### src/common/tcc_params.svh
// offsets, field positions, reset values and prescaler counts of the 16-bit capture/compare timer
`ifndef TCC_PARAMS_SVH
`define TCC_PARAMS_SVH

`define TCC_ADDR_CMP_A_LO 4'h0
`define TCC_ADDR_CMP_A_HI 4'h1
`define TCC_ADDR_CMP_B_LO 4'h2
`define TCC_ADDR_CMP_B_HI 4'h3
`define TCC_ADDR_CAP_A_LO 4'h4
`define TCC_ADDR_CAP_A_HI 4'h5
`define TCC_ADDR_CAP_B_LO 4'h6
`define TCC_ADDR_CAP_B_HI 4'h7
`define TCC_ADDR_MODE 4'h8
`define TCC_ADDR_TOGGLE 4'h9
`define TCC_ADDR_RUN 4'ha
`define TCC_ADDR_PORT_DIR 4'hb
`define TCC_ADDR_PORT_FUNC 4'hc
`define TCC_ADDR_STATUS 4'hd

`define TCC_MODE_CLK_LSB 0
`define TCC_MODE_CAPM_LSB 2
`define TCC_MODE_CLR_BIT 4
`define TCC_MODE_SOFT_BIT 5
`define TCC_TOG_CMD_LSB 0
`define TCC_TOG_EN_LSB 2
`define TCC_RUN_CNT_BIT 4
`define TCC_RUN_PRE_BIT 5
`define TCC_PORT_BIT 3

`define TCC_CMP_RST 16'h0000
`define TCC_CAP_RST 16'h0000
`define TCC_TOG_EN_RST 4'h0
`define TCC_FF_RST 1'b0

`define TCC_FINE_LOG2 3
`define TCC_COARSE_LOG2 7

`endif

### src/common/tcc_pkg.sv
// types of the 16-bit capture/compare timer
`default_nettype none
package tcc_pkg;
	typedef enum logic [1:0] {TCC_CLK_EXT, TCC_CLK_FINE, TCC_CLK_COARSE, TCC_CLK_SPARE} tcc_clk_sel_t;
	typedef enum logic [1:0] {TCC_CAPM_OFF, TCC_CAPM_TWO_PIN, TCC_CAPM_PULSE, TCC_CAPM_FLIPFLOP} tcc_capm_t;
	typedef enum logic [1:0] {TCC_FF_CLR, TCC_FF_SET, TCC_FF_INV, TCC_FF_HOLD} tcc_ffcmd_t;
	typedef struct packed {
		logic [3:0] addr;
		logic [15:0] wdata;
		logic wr;
		logic rd;
		logic word;
	} tcc_bus_req_t;
	typedef struct packed {
		logic clr_en;
		tcc_capm_t capm;
		tcc_clk_sel_t clk_sel;
	} tcc_mode_t;
	typedef struct packed {
		logic cap_b;
		logic cap_a;
		logic match_b;
		logic match_a;
	} tcc_events_t;
endpackage
`default_nettype wire

### src/hw/tcc_timer.sv
// 16-bit timer/event counter with two compares, two captures and a toggle output
//
// Functional notes
// - 16-bit up-counter on selected clock tick
// - reset selects external count pin clock
// - run bit stops and zeroes counter
// - clear enable resets counter on match B
// - two comparators pulse their compare interrupts
// - compare write: word, or low then high
// - capture read: word, or low then high
// - capture mode zero disables hardware capture, default
// - mode 01: count pin rise, second pin rise
// - mode 10: count pin rise, then fall
// - mode 10 moves pin interrupt to fall
// - mode 11: flip-flop rise and fall capture
// - writing zero to trigger captures into A
// - four enabled events toggle output flip-flop
// - command field clears, sets or inverts flip-flop
// - pin driven by flip-flop only when both selects set
// - event counting on count pin rising edge
// - duty from A, period from B, A<B
// - otherwise pin interrupt on rising edge
//
// Our own choices: strobed register access and the register offsets.
`timescale 1ns/1ps
`include "tcc_params.svh"
`default_nettype none
module tcc_timer
	import tcc_pkg::*;
(
	input wire logic clk_in,
	input wire logic sys_rst_in,
	input wire tcc_bus_req_t reg_req_in,
	output logic [15:0] reg_rdata_out,
	input wire logic count_capture_input_in,
	input wire logic second_capture_input_in,
	input wire logic port_level_in,
	output logic pulse_output_pin_out,
	output logic pulse_output_pin_oe_out,
	output logic compare_a_interrupt_out,
	output logic compare_b_interrupt_out,
	output logic capture_input_interrupt_out
);
	localparam logic [3:0] CMP_LO [2] = '{`TCC_ADDR_CMP_A_LO, `TCC_ADDR_CMP_B_LO};
	localparam logic [3:0] CMP_HI [2] = '{`TCC_ADDR_CMP_A_HI, `TCC_ADDR_CMP_B_HI};
	localparam logic [3:0] CAP_LO [2] = '{`TCC_ADDR_CAP_A_LO, `TCC_ADDR_CAP_B_LO};
	localparam logic [3:0] CAP_HI [2] = '{`TCC_ADDR_CAP_A_HI, `TCC_ADDR_CAP_B_HI};

	function automatic logic wr_hit(input tcc_bus_req_t r, input logic [3:0] a);
		return r.wr && (r.addr == a);
	endfunction

	function automatic logic rd_hit(input tcc_bus_req_t r, input logic [3:0] a);
		return r.rd && (r.addr == a);
	endfunction

	logic [15:0] main_up_counter_ff;
	logic [15:0] nxt_main_up_counter;
	logic [15:0] compare_reg_ff [2];
	logic [7:0] pend_lo_ff [2];
	logic [15:0] capture_reg_ff [2];
	logic [7:0] cap_hi_shadow_ff [2];
	tcc_mode_t mode_ff;
	logic [3:0] tog_en_ff;
	logic counter_run_bit_ff;
	logic prescaler_run_bit_ff;
	logic pin_direction_bit_ff;
	logic pulse_output_select_ff;
	logic [`TCC_COARSE_LOG2-1:0] presc_ff;
	logic output_flipflop_ff;
	logic nxt_output_flipflop;
	logic ff_prev_ff;
	logic cnt_pin_s1_ff;
	logic cnt_pin_s2_ff;
	logic cnt_pin_prev_ff;
	logic sec_pin_s1_ff;
	logic sec_pin_s2_ff;
	logic sec_pin_prev_ff;
	logic [15:0] reg_rdata_ff;
	logic [15:0] nxt_rdata;
	logic cmp_a_irq_ff;
	logic cmp_b_irq_ff;
	logic cap_irq_ff;

	wire logic cnt_rise = cnt_pin_s2_ff && !cnt_pin_prev_ff;
	wire logic cnt_fall = !cnt_pin_s2_ff && cnt_pin_prev_ff;
	wire logic sec_rise = sec_pin_s2_ff && !sec_pin_prev_ff;
	wire logic ff_rise = output_flipflop_ff && !ff_prev_ff;
	wire logic ff_fall = !output_flipflop_ff && ff_prev_ff;
	wire logic fine_tick = prescaler_run_bit_ff && (presc_ff[`TCC_FINE_LOG2-1:0] == '1);
	wire logic coarse_tick = prescaler_run_bit_ff && (presc_ff == '1);
	wire logic tick;
	wire logic [1:0] match;
	wire logic clear_on_b;
	wire logic soft_cap;
	wire logic tog_wr = wr_hit(reg_req_in, `TCC_ADDR_TOGGLE);
	wire tcc_ffcmd_t ff_cmd = tcc_ffcmd_t'(reg_req_in.wdata[`TCC_TOG_CMD_LSB +: 2]);
	wire logic [7:0] mode_rd;
	wire logic [7:0] tog_rd;
	wire logic [7:0] run_rd;
	wire logic [7:0] status_rd;
	tcc_events_t ev;
	logic toggle;

	// pins are asynchronous: two stages, then an edge-detect stage
	always_ff @(posedge clk_in or posedge sys_rst_in) begin
		if (sys_rst_in) begin
			cnt_pin_s1_ff <= 1'b0;
			cnt_pin_s2_ff <= 1'b0;
			cnt_pin_prev_ff <= 1'b0;
			sec_pin_s1_ff <= 1'b0;
			sec_pin_s2_ff <= 1'b0;
			sec_pin_prev_ff <= 1'b0;
		end else begin
			cnt_pin_s1_ff <= count_capture_input_in;
			cnt_pin_s2_ff <= cnt_pin_s1_ff;
			cnt_pin_prev_ff <= cnt_pin_s2_ff;
			sec_pin_s1_ff <= second_capture_input_in;
			sec_pin_s2_ff <= sec_pin_s1_ff;
			sec_pin_prev_ff <= sec_pin_s2_ff;
		end
	end

	// prescaler holds at zero while stopped
	always_ff @(posedge clk_in or posedge sys_rst_in) begin
		if (sys_rst_in)
			presc_ff <= '0;
		else if (!prescaler_run_bit_ff)
			presc_ff <= '0;
		else
			presc_ff <= presc_ff + 1'b1;
	end

	assign tick = (mode_ff.clk_sel == TCC_CLK_EXT) ? cnt_rise :
		(mode_ff.clk_sel == TCC_CLK_FINE) ? fine_tick :
		(mode_ff.clk_sel == TCC_CLK_COARSE) ? coarse_tick : 1'b0;

	genvar gi;
	generate
		for (gi = 0; gi < 2; gi++) begin : g_chan
			assign match[gi] = counter_run_bit_ff && tick && (main_up_counter_ff == compare_reg_ff[gi]);

			// low byte waits until the high byte lands
			always_ff @(posedge clk_in or posedge sys_rst_in) begin
				if (sys_rst_in) begin
					compare_reg_ff[gi] <= `TCC_CMP_RST;
					pend_lo_ff[gi] <= 8'h00;
				end else if (wr_hit(reg_req_in, CMP_LO[gi]) && reg_req_in.word) begin
					compare_reg_ff[gi] <= reg_req_in.wdata;
				end else if (wr_hit(reg_req_in, CMP_LO[gi])) begin
					pend_lo_ff[gi] <= reg_req_in.wdata[7:0];
				end else if (wr_hit(reg_req_in, CMP_HI[gi])) begin
					compare_reg_ff[gi] <= {reg_req_in.wdata[7:0], pend_lo_ff[gi]};
				end
			end

			// low-byte read freezes the high byte for the following read
			always_ff @(posedge clk_in or posedge sys_rst_in) begin
				if (sys_rst_in)
					cap_hi_shadow_ff[gi] <= 8'h00;
				else if (rd_hit(reg_req_in, CAP_LO[gi]) && !reg_req_in.word)
					cap_hi_shadow_ff[gi] <= capture_reg_ff[gi][15:8];
			end

			always_ff @(posedge clk_in or posedge sys_rst_in) begin
				if (sys_rst_in)
					capture_reg_ff[gi] <= `TCC_CAP_RST;
				else if (gi == 0 ? ev.cap_a : ev.cap_b)
					capture_reg_ff[gi] <= main_up_counter_ff;
			end
		end
	endgenerate

	assign clear_on_b = match[1] && mode_ff.clr_en;
	assign nxt_main_up_counter = !counter_run_bit_ff ? 16'h0000 :
		!tick ? main_up_counter_ff :
		clear_on_b ? 16'h0000 : 16'(main_up_counter_ff + 16'h0001);

	always_ff @(posedge clk_in or posedge sys_rst_in) begin
		if (sys_rst_in)
			main_up_counter_ff <= 16'h0000;
		else
			main_up_counter_ff <= nxt_main_up_counter;
	end

	assign soft_cap = wr_hit(reg_req_in, `TCC_ADDR_MODE) && !reg_req_in.wdata[`TCC_MODE_SOFT_BIT];

	// capture sources per mode; off means hardware never latches
	always_comb begin
		ev.match_a = match[0];
		ev.match_b = match[1];
		ev.cap_a = soft_cap;
		ev.cap_b = 1'b0;
		unique case (mode_ff.capm)
			TCC_CAPM_OFF: begin
				ev.cap_b = 1'b0;
			end
			TCC_CAPM_TWO_PIN: begin
				ev.cap_a = soft_cap || cnt_rise;
				ev.cap_b = sec_rise;
			end
			TCC_CAPM_PULSE: begin
				ev.cap_a = soft_cap || cnt_rise;
				ev.cap_b = cnt_fall;
			end
			TCC_CAPM_FLIPFLOP: begin
				ev.cap_a = soft_cap || ff_rise;
				ev.cap_b = ff_fall;
			end
		endcase
		toggle = ^(ev & tog_en_ff);
	end

	// a clear, set or invert command write overrides event toggles in the same cycle
	always_comb begin
		nxt_output_flipflop = output_flipflop_ff ^ toggle;
		if (tog_wr) begin
			unique case (ff_cmd)
				TCC_FF_CLR: nxt_output_flipflop = 1'b0;
				TCC_FF_SET: nxt_output_flipflop = 1'b1;
				TCC_FF_INV: nxt_output_flipflop = !output_flipflop_ff;
				TCC_FF_HOLD: nxt_output_flipflop = output_flipflop_ff ^ toggle;
			endcase
		end
	end

	always_ff @(posedge clk_in or posedge sys_rst_in) begin
		if (sys_rst_in) begin
			output_flipflop_ff <= `TCC_FF_RST;
			ff_prev_ff <= `TCC_FF_RST;
		end else begin
			output_flipflop_ff <= nxt_output_flipflop;
			ff_prev_ff <= output_flipflop_ff;
		end
	end

	// control registers
	always_ff @(posedge clk_in or posedge sys_rst_in) begin
		if (sys_rst_in) begin
			mode_ff <= '{clr_en: 1'b0, capm: TCC_CAPM_OFF, clk_sel: TCC_CLK_EXT};
			tog_en_ff <= `TCC_TOG_EN_RST;
			counter_run_bit_ff <= 1'b0;
			prescaler_run_bit_ff <= 1'b0;
			pin_direction_bit_ff <= 1'b0;
			pulse_output_select_ff <= 1'b0;
		end else begin
			if (wr_hit(reg_req_in, `TCC_ADDR_MODE)) begin
				mode_ff.clk_sel <= tcc_clk_sel_t'(reg_req_in.wdata[`TCC_MODE_CLK_LSB +: 2]);
				mode_ff.capm <= tcc_capm_t'(reg_req_in.wdata[`TCC_MODE_CAPM_LSB +: 2]);
				mode_ff.clr_en <= reg_req_in.wdata[`TCC_MODE_CLR_BIT];
			end
			if (tog_wr)
				tog_en_ff <= reg_req_in.wdata[`TCC_TOG_EN_LSB +: 4];
			if (wr_hit(reg_req_in, `TCC_ADDR_RUN)) begin
				counter_run_bit_ff <= reg_req_in.wdata[`TCC_RUN_CNT_BIT];
				prescaler_run_bit_ff <= reg_req_in.wdata[`TCC_RUN_PRE_BIT];
			end
			if (wr_hit(reg_req_in, `TCC_ADDR_PORT_DIR))
				pin_direction_bit_ff <= reg_req_in.wdata[`TCC_PORT_BIT];
			if (wr_hit(reg_req_in, `TCC_ADDR_PORT_FUNC))
				pulse_output_select_ff <= reg_req_in.wdata[`TCC_PORT_BIT];
		end
	end

	// interrupt pulses, one cycle each
	always_ff @(posedge clk_in or posedge sys_rst_in) begin
		if (sys_rst_in) begin
			cmp_a_irq_ff <= 1'b0;
			cmp_b_irq_ff <= 1'b0;
			cap_irq_ff <= 1'b0;
		end else begin
			cmp_a_irq_ff <= match[0];
			cmp_b_irq_ff <= match[1];
			cap_irq_ff <= (mode_ff.capm == TCC_CAPM_PULSE) ? cnt_fall : cnt_rise;
		end
	end

	// read side: trigger bit always reads one, command field reads hold
	assign mode_rd = 8'({1'b1, mode_ff}) | 8'h00;
	assign tog_rd = 8'({tog_en_ff, TCC_FF_HOLD});
	assign run_rd = 8'({prescaler_run_bit_ff, counter_run_bit_ff}) << `TCC_RUN_CNT_BIT;
	assign status_rd = 8'({sec_pin_s2_ff, cnt_pin_s2_ff, output_flipflop_ff});
	assign nxt_rdata = !reg_req_in.rd ? 16'h0000 :
		(reg_req_in.addr == CAP_LO[0]) ? (reg_req_in.word ? capture_reg_ff[0] : {8'h00, capture_reg_ff[0][7:0]}) :
		(reg_req_in.addr == CAP_HI[0]) ? {8'h00, cap_hi_shadow_ff[0]} :
		(reg_req_in.addr == CAP_LO[1]) ? (reg_req_in.word ? capture_reg_ff[1] : {8'h00, capture_reg_ff[1][7:0]}) :
		(reg_req_in.addr == CAP_HI[1]) ? {8'h00, cap_hi_shadow_ff[1]} :
		(reg_req_in.addr == `TCC_ADDR_MODE) ? {8'h00, mode_rd} :
		(reg_req_in.addr == `TCC_ADDR_TOGGLE) ? {8'h00, tog_rd} :
		(reg_req_in.addr == `TCC_ADDR_RUN) ? {8'h00, run_rd} :
		(reg_req_in.addr == `TCC_ADDR_PORT_DIR) ? {8'h00, 8'(pin_direction_bit_ff) << `TCC_PORT_BIT} :
		(reg_req_in.addr == `TCC_ADDR_PORT_FUNC) ? {8'h00, 8'(pulse_output_select_ff) << `TCC_PORT_BIT} :
		(reg_req_in.addr == `TCC_ADDR_STATUS) ? {8'h00, status_rd} : 16'h0000;

	always_ff @(posedge clk_in or posedge sys_rst_in) begin
		if (sys_rst_in)
			reg_rdata_ff <= 16'h0000;
		else
			reg_rdata_ff <= nxt_rdata;
	end

	assign reg_rdata_out = reg_rdata_ff;
	assign compare_a_interrupt_out = cmp_a_irq_ff;
	assign compare_b_interrupt_out = cmp_b_irq_ff;
	assign capture_input_interrupt_out = cap_irq_ff;
	assign pulse_output_pin_out = (pin_direction_bit_ff && pulse_output_select_ff) ? output_flipflop_ff : port_level_in;
	assign pulse_output_pin_oe_out = pin_direction_bit_ff;
endmodule // tcc_timer
`default_nettype wire

### config.mk
export PLATFORM = sky130hd
export DESIGN_NAME = tcc_timer
export DESIGN_NICKNAME = d
export VERILOG_FILES = /design/src/common/tcc_pkg.sv /design/src/hw/tcc_timer.sv
export VERILOG_INCLUDE_DIRS = /design/src /design/src/common
export SDC_FILE = /design/constraint.sdc
export NUM_CORES = 1
export LEC_CHECK = 0
export ABC_AREA = 1
export BUFFER_PORTS_ARGS = -buffer_cell sky130_fd_sc_hd__buf_2
export CAP_MARGIN = 10
export CORE_MARGIN = 2
export CORE_UTILIZATION = 35
export CTS_CLUSTER_DIAMETER = 120
export DETAILED_ROUTE_END_ITERATION = 10
export GPL_ROUTABILITY_DRIVEN = 0
export SLEW_MARGIN = 10
export SYNTH_ARGS = -nofsm -noshare
export SYNTH_HDL_FRONTEND = slang
export SYNTH_SLANG_ARGS = --single-unit
### constraint.sdc
create_clock -name clk_in -period 10.2 [get_ports clk_in]
set_input_delay 0 -clock clk_in [delete_from_list [all_inputs] [get_ports clk_in]]
set_output_delay 0 -clock clk_in [all_outputs]
set_load 0.01 [all_outputs]
==> metrics.txt <==
outcome=finished clean; H-tree depth=4; final setup vio count=0; Synth Warn #=0; # Max-Cap Violations=0; PortBufs=48; Fin Clk Skew=0.009662 ns; HPWL after DPL=14330 µm; root buf cell=clkbuf_16; register share of total power=0.444; fmax=approximately 330 MHz; Slew headroom=0.2422; Crit. Startpoint=reg_req_in[2]; Worst Tran Pin Value=~1.1 ns; worst hold slack=0.07102 ns; first-pass GRT wire length=approximately 32000 µm; CP Capture Type=register; VDD IR max=approximately 0.00011 V; CTS buffer count=17; final setup TNS=0 ns; Placement Rows=53; multi-input logic area=0.002950 mm²; r2r startpoint=mode_ff[2]; Unique masters post-synth=38; final period utilization=0.2983; # fillers=2149; drc violations=0; Synth Flop Type=dfrtp_1; slowest stage delay, CP=roughly 0.70 ns; hold buffers post-CTS=22; Final ANT Viol Nets=0; Hold Crit Class=in2reg; Mapped Area=between 0.007 and 0.008 mm²; 1st-pass router iterations=5; starting density of the core=0.3574; Clock Latency Late Sink=between 0.4 and 0.5 ns; Post-synth EDFFs=0; Fin. Hold Viols=0; die area=0.02272 mm²; Most common cell on crit path=dlygate4sd3_1; syn_nets=a little over 900; Via density=4.984; TritonCTS clock tree=built; I/O Pins=49; Design Power=~0.0017 W; Tmin final=roughly 3 ns; PostCTS Resize Cnt=0; Clock Tree Buf Depth=2; critical path arrival=between 3 and 4 ns; vias after detailed routing=approximately 6.2k; initial antenna violation count=0; leakage dissipation=~4 nW; Die H=150.7 µm; Post-synth ARST share=1.000; FF+latch count, synth=around 160; CP Class=in2reg; Max Slew Vio Count=0; combinational share of power=0.148; critical path fanouts, max=22; Post-CTS Setup Inserts=0; DR iter-0 viols=around 500; Worst path slowest cell=nor3_4; Clock Sink Count=between 150 and 200; RSZ-0062 raised after global routing=false; NetSw=0.0004834 W; layout cells sized above 1=0.1310; Synth-to-Final Area Change=17.26%; clk slew on worst S/H paths=about 0.06 ns; GRT Resource Usage Total=0.1884; crit-path cells=dlygate4sd3_1 > buf_2 > inv_2 > nor3_4 > nand3_1 > nand2_2 > o221ai_1 > dlygate4sd3_1; largest net degree at the start of global routing=88; register area share after synthesis=0.5279; antenna cells=0; Die W=between 150 and 200 µm; Sw Ratio=0.2846; CORE AREA=about 0.021 mm²; crit start category=input port; Final nets=approximately 1000; Seq. cell area=approximately 0.0040 mm²; Power Density=between 150 and 200 mW/mm²; mean post-synth cell area=roughly 8.3 µm²; final wirelength=about 20000 µm; WL per Instance=16.18 µm; vias in the first global route=roughly 6k; Worst EP required=~11 ns; Congestion Overflow GR=0; internal power=0.001215 W; Hold Startpoint=reg_req_in[20]; clock share of power=0.408; Syn Inst Count=around 900
layout make-up:
| cell class | count | share of cell area |
|---|---|---|
| clock buffers | 18 | 0.04969 |
| clock inverters | 14 | 0.02265 |
| inverters | 120 | 0.05181 |
| multi-input cells | 595 | 0.3338 |
| flip-flops and latches | 159 | 0.4502 |
| well taps | 275 | 0.03893 |
| repair buffers | 71 | 0.05294 |
metal layers:
metal  GRT usage  vias up  wire length, µm
met5           0        -                0
met4     0.06449        0              385
met3     0.03455       26              903
met2      0.2980      170             9393
met1      0.2609     2961             9572
li1            -     3083                -
power groups by stage:
stage / Clock, W / Sequential (W) / Combinational [W]
6_report: 0.000693 / 0.000755 / 0.000251
5_1_grt: 0.000731 / 0.000764 / 0.000289
4_1_cts: 0.000704 / 0.000754 / 0.000252
3_5_place_dp: 0 / 0.000765 / 0.000242
3_3_place_gp: 0 / 0.000762 / 0.000238
2_1_floorplan: 0 / 0.000753 / 0.000181
kinds of logic (layout without fill, tap and decap cells):
| kind of cell | Yosys count | after routing | share of synthesized area |
|---|---|---|---|
| adders and majority gates | 3 | 3 | 0.004981 |
| xor gates and xnor gates | 9 | 9 | 0.01046 |
| buffers and inverters | 150 | 223 | 0.08068 |
| AOI/OAI and AO/OA | 191 | 191 | 0.1501 |
| and+or+nand+nor | 392 | 392 | 0.2259 |
| DFF | 159 | 159 | 0.5279 |
per-stage QoR:
stage	std cells	cell area [µm²]	worst slack (ns)	utilization
after CTS	1252	8838	7.230	0.4191
after detailed placement	1198	7979	7.846	0.3784
after global placement	1198	7979	7.879	0.3784
final	1252	8838	7.157	0.4191
after global routing	1252	8838	6.958	0.4191
after floorplan	904	7537	5.908	-
flip-flops by register name, summed over array words and instances (netlist names), 4 cells and up:
name and flops:
presc_ff 7, tog_en_ff 4, reg_rdata_out 16, main_up_counter_ff 16
mode_ff 5, capture_reg_ff 32, pend_lo_ff 16, cap_hi_shadow_ff 16
compare_reg_ff 32
worst max-delay path: cells and delay by family:
kind | cells | cell delay, ns
AO/OA/AOI/OAI | 1 | 0.15
AND/OR/NAND/NOR | 3 | 1.83
buffers and inverters | 4 | 1.36
layout by cell type, fill, tap and decap left out, types with 13 or more instances in the layout:
cell type and instances:
nand2_1 269, dfrtp_1 159, inv_1 107, buf_2 48, clkbuf_16 17, nand3_1 40
o221ai_1 32, o21ai_0 93, a21oi_1 25, dlygate4sd3_1 22, o21ai_1 13, o22ai_1 13
nor2_1 40
cell usage after synthesis, drive strengths merged (3+ instances only):
cell type  instances  share of area
o22ai             13          0.011
inv              120          0.060
nor2              49          0.030
a31oi              5         0.0042
ha                 3         0.0050
o21ai            107          0.072
o221ai            32          0.037
nand3             47          0.037
dfrtp            159           0.53
nand2            279           0.14
xor2               8         0.0093
o2111ai            3         0.0035
buf               18          0.015
nand4              6         0.0050
nor3               6         0.0061
a21oi             25          0.017
clkbuf            12         0.0060
or2                4         0.0033
worst paths after layout:
check | endpoint | slack (ns) | cells after the start
worst max-delay path | compare_reg_ff[31] | 7.16 | 8
worst min-delay path | pulse_output_select_ff | 0.07 | 4
worst max register to register | output_flipflop_ff | 7.78 | 12
worst min register to register | cnt_pin_s2_ff | 0.37 | 0
max in group asynchronous | compare_reg_ff[16] | 8.50 | 4
min in group asynchronous | presc_ff[4] | 0.23 | 3
Note: power is estimated with default switching activity, not from simulation.
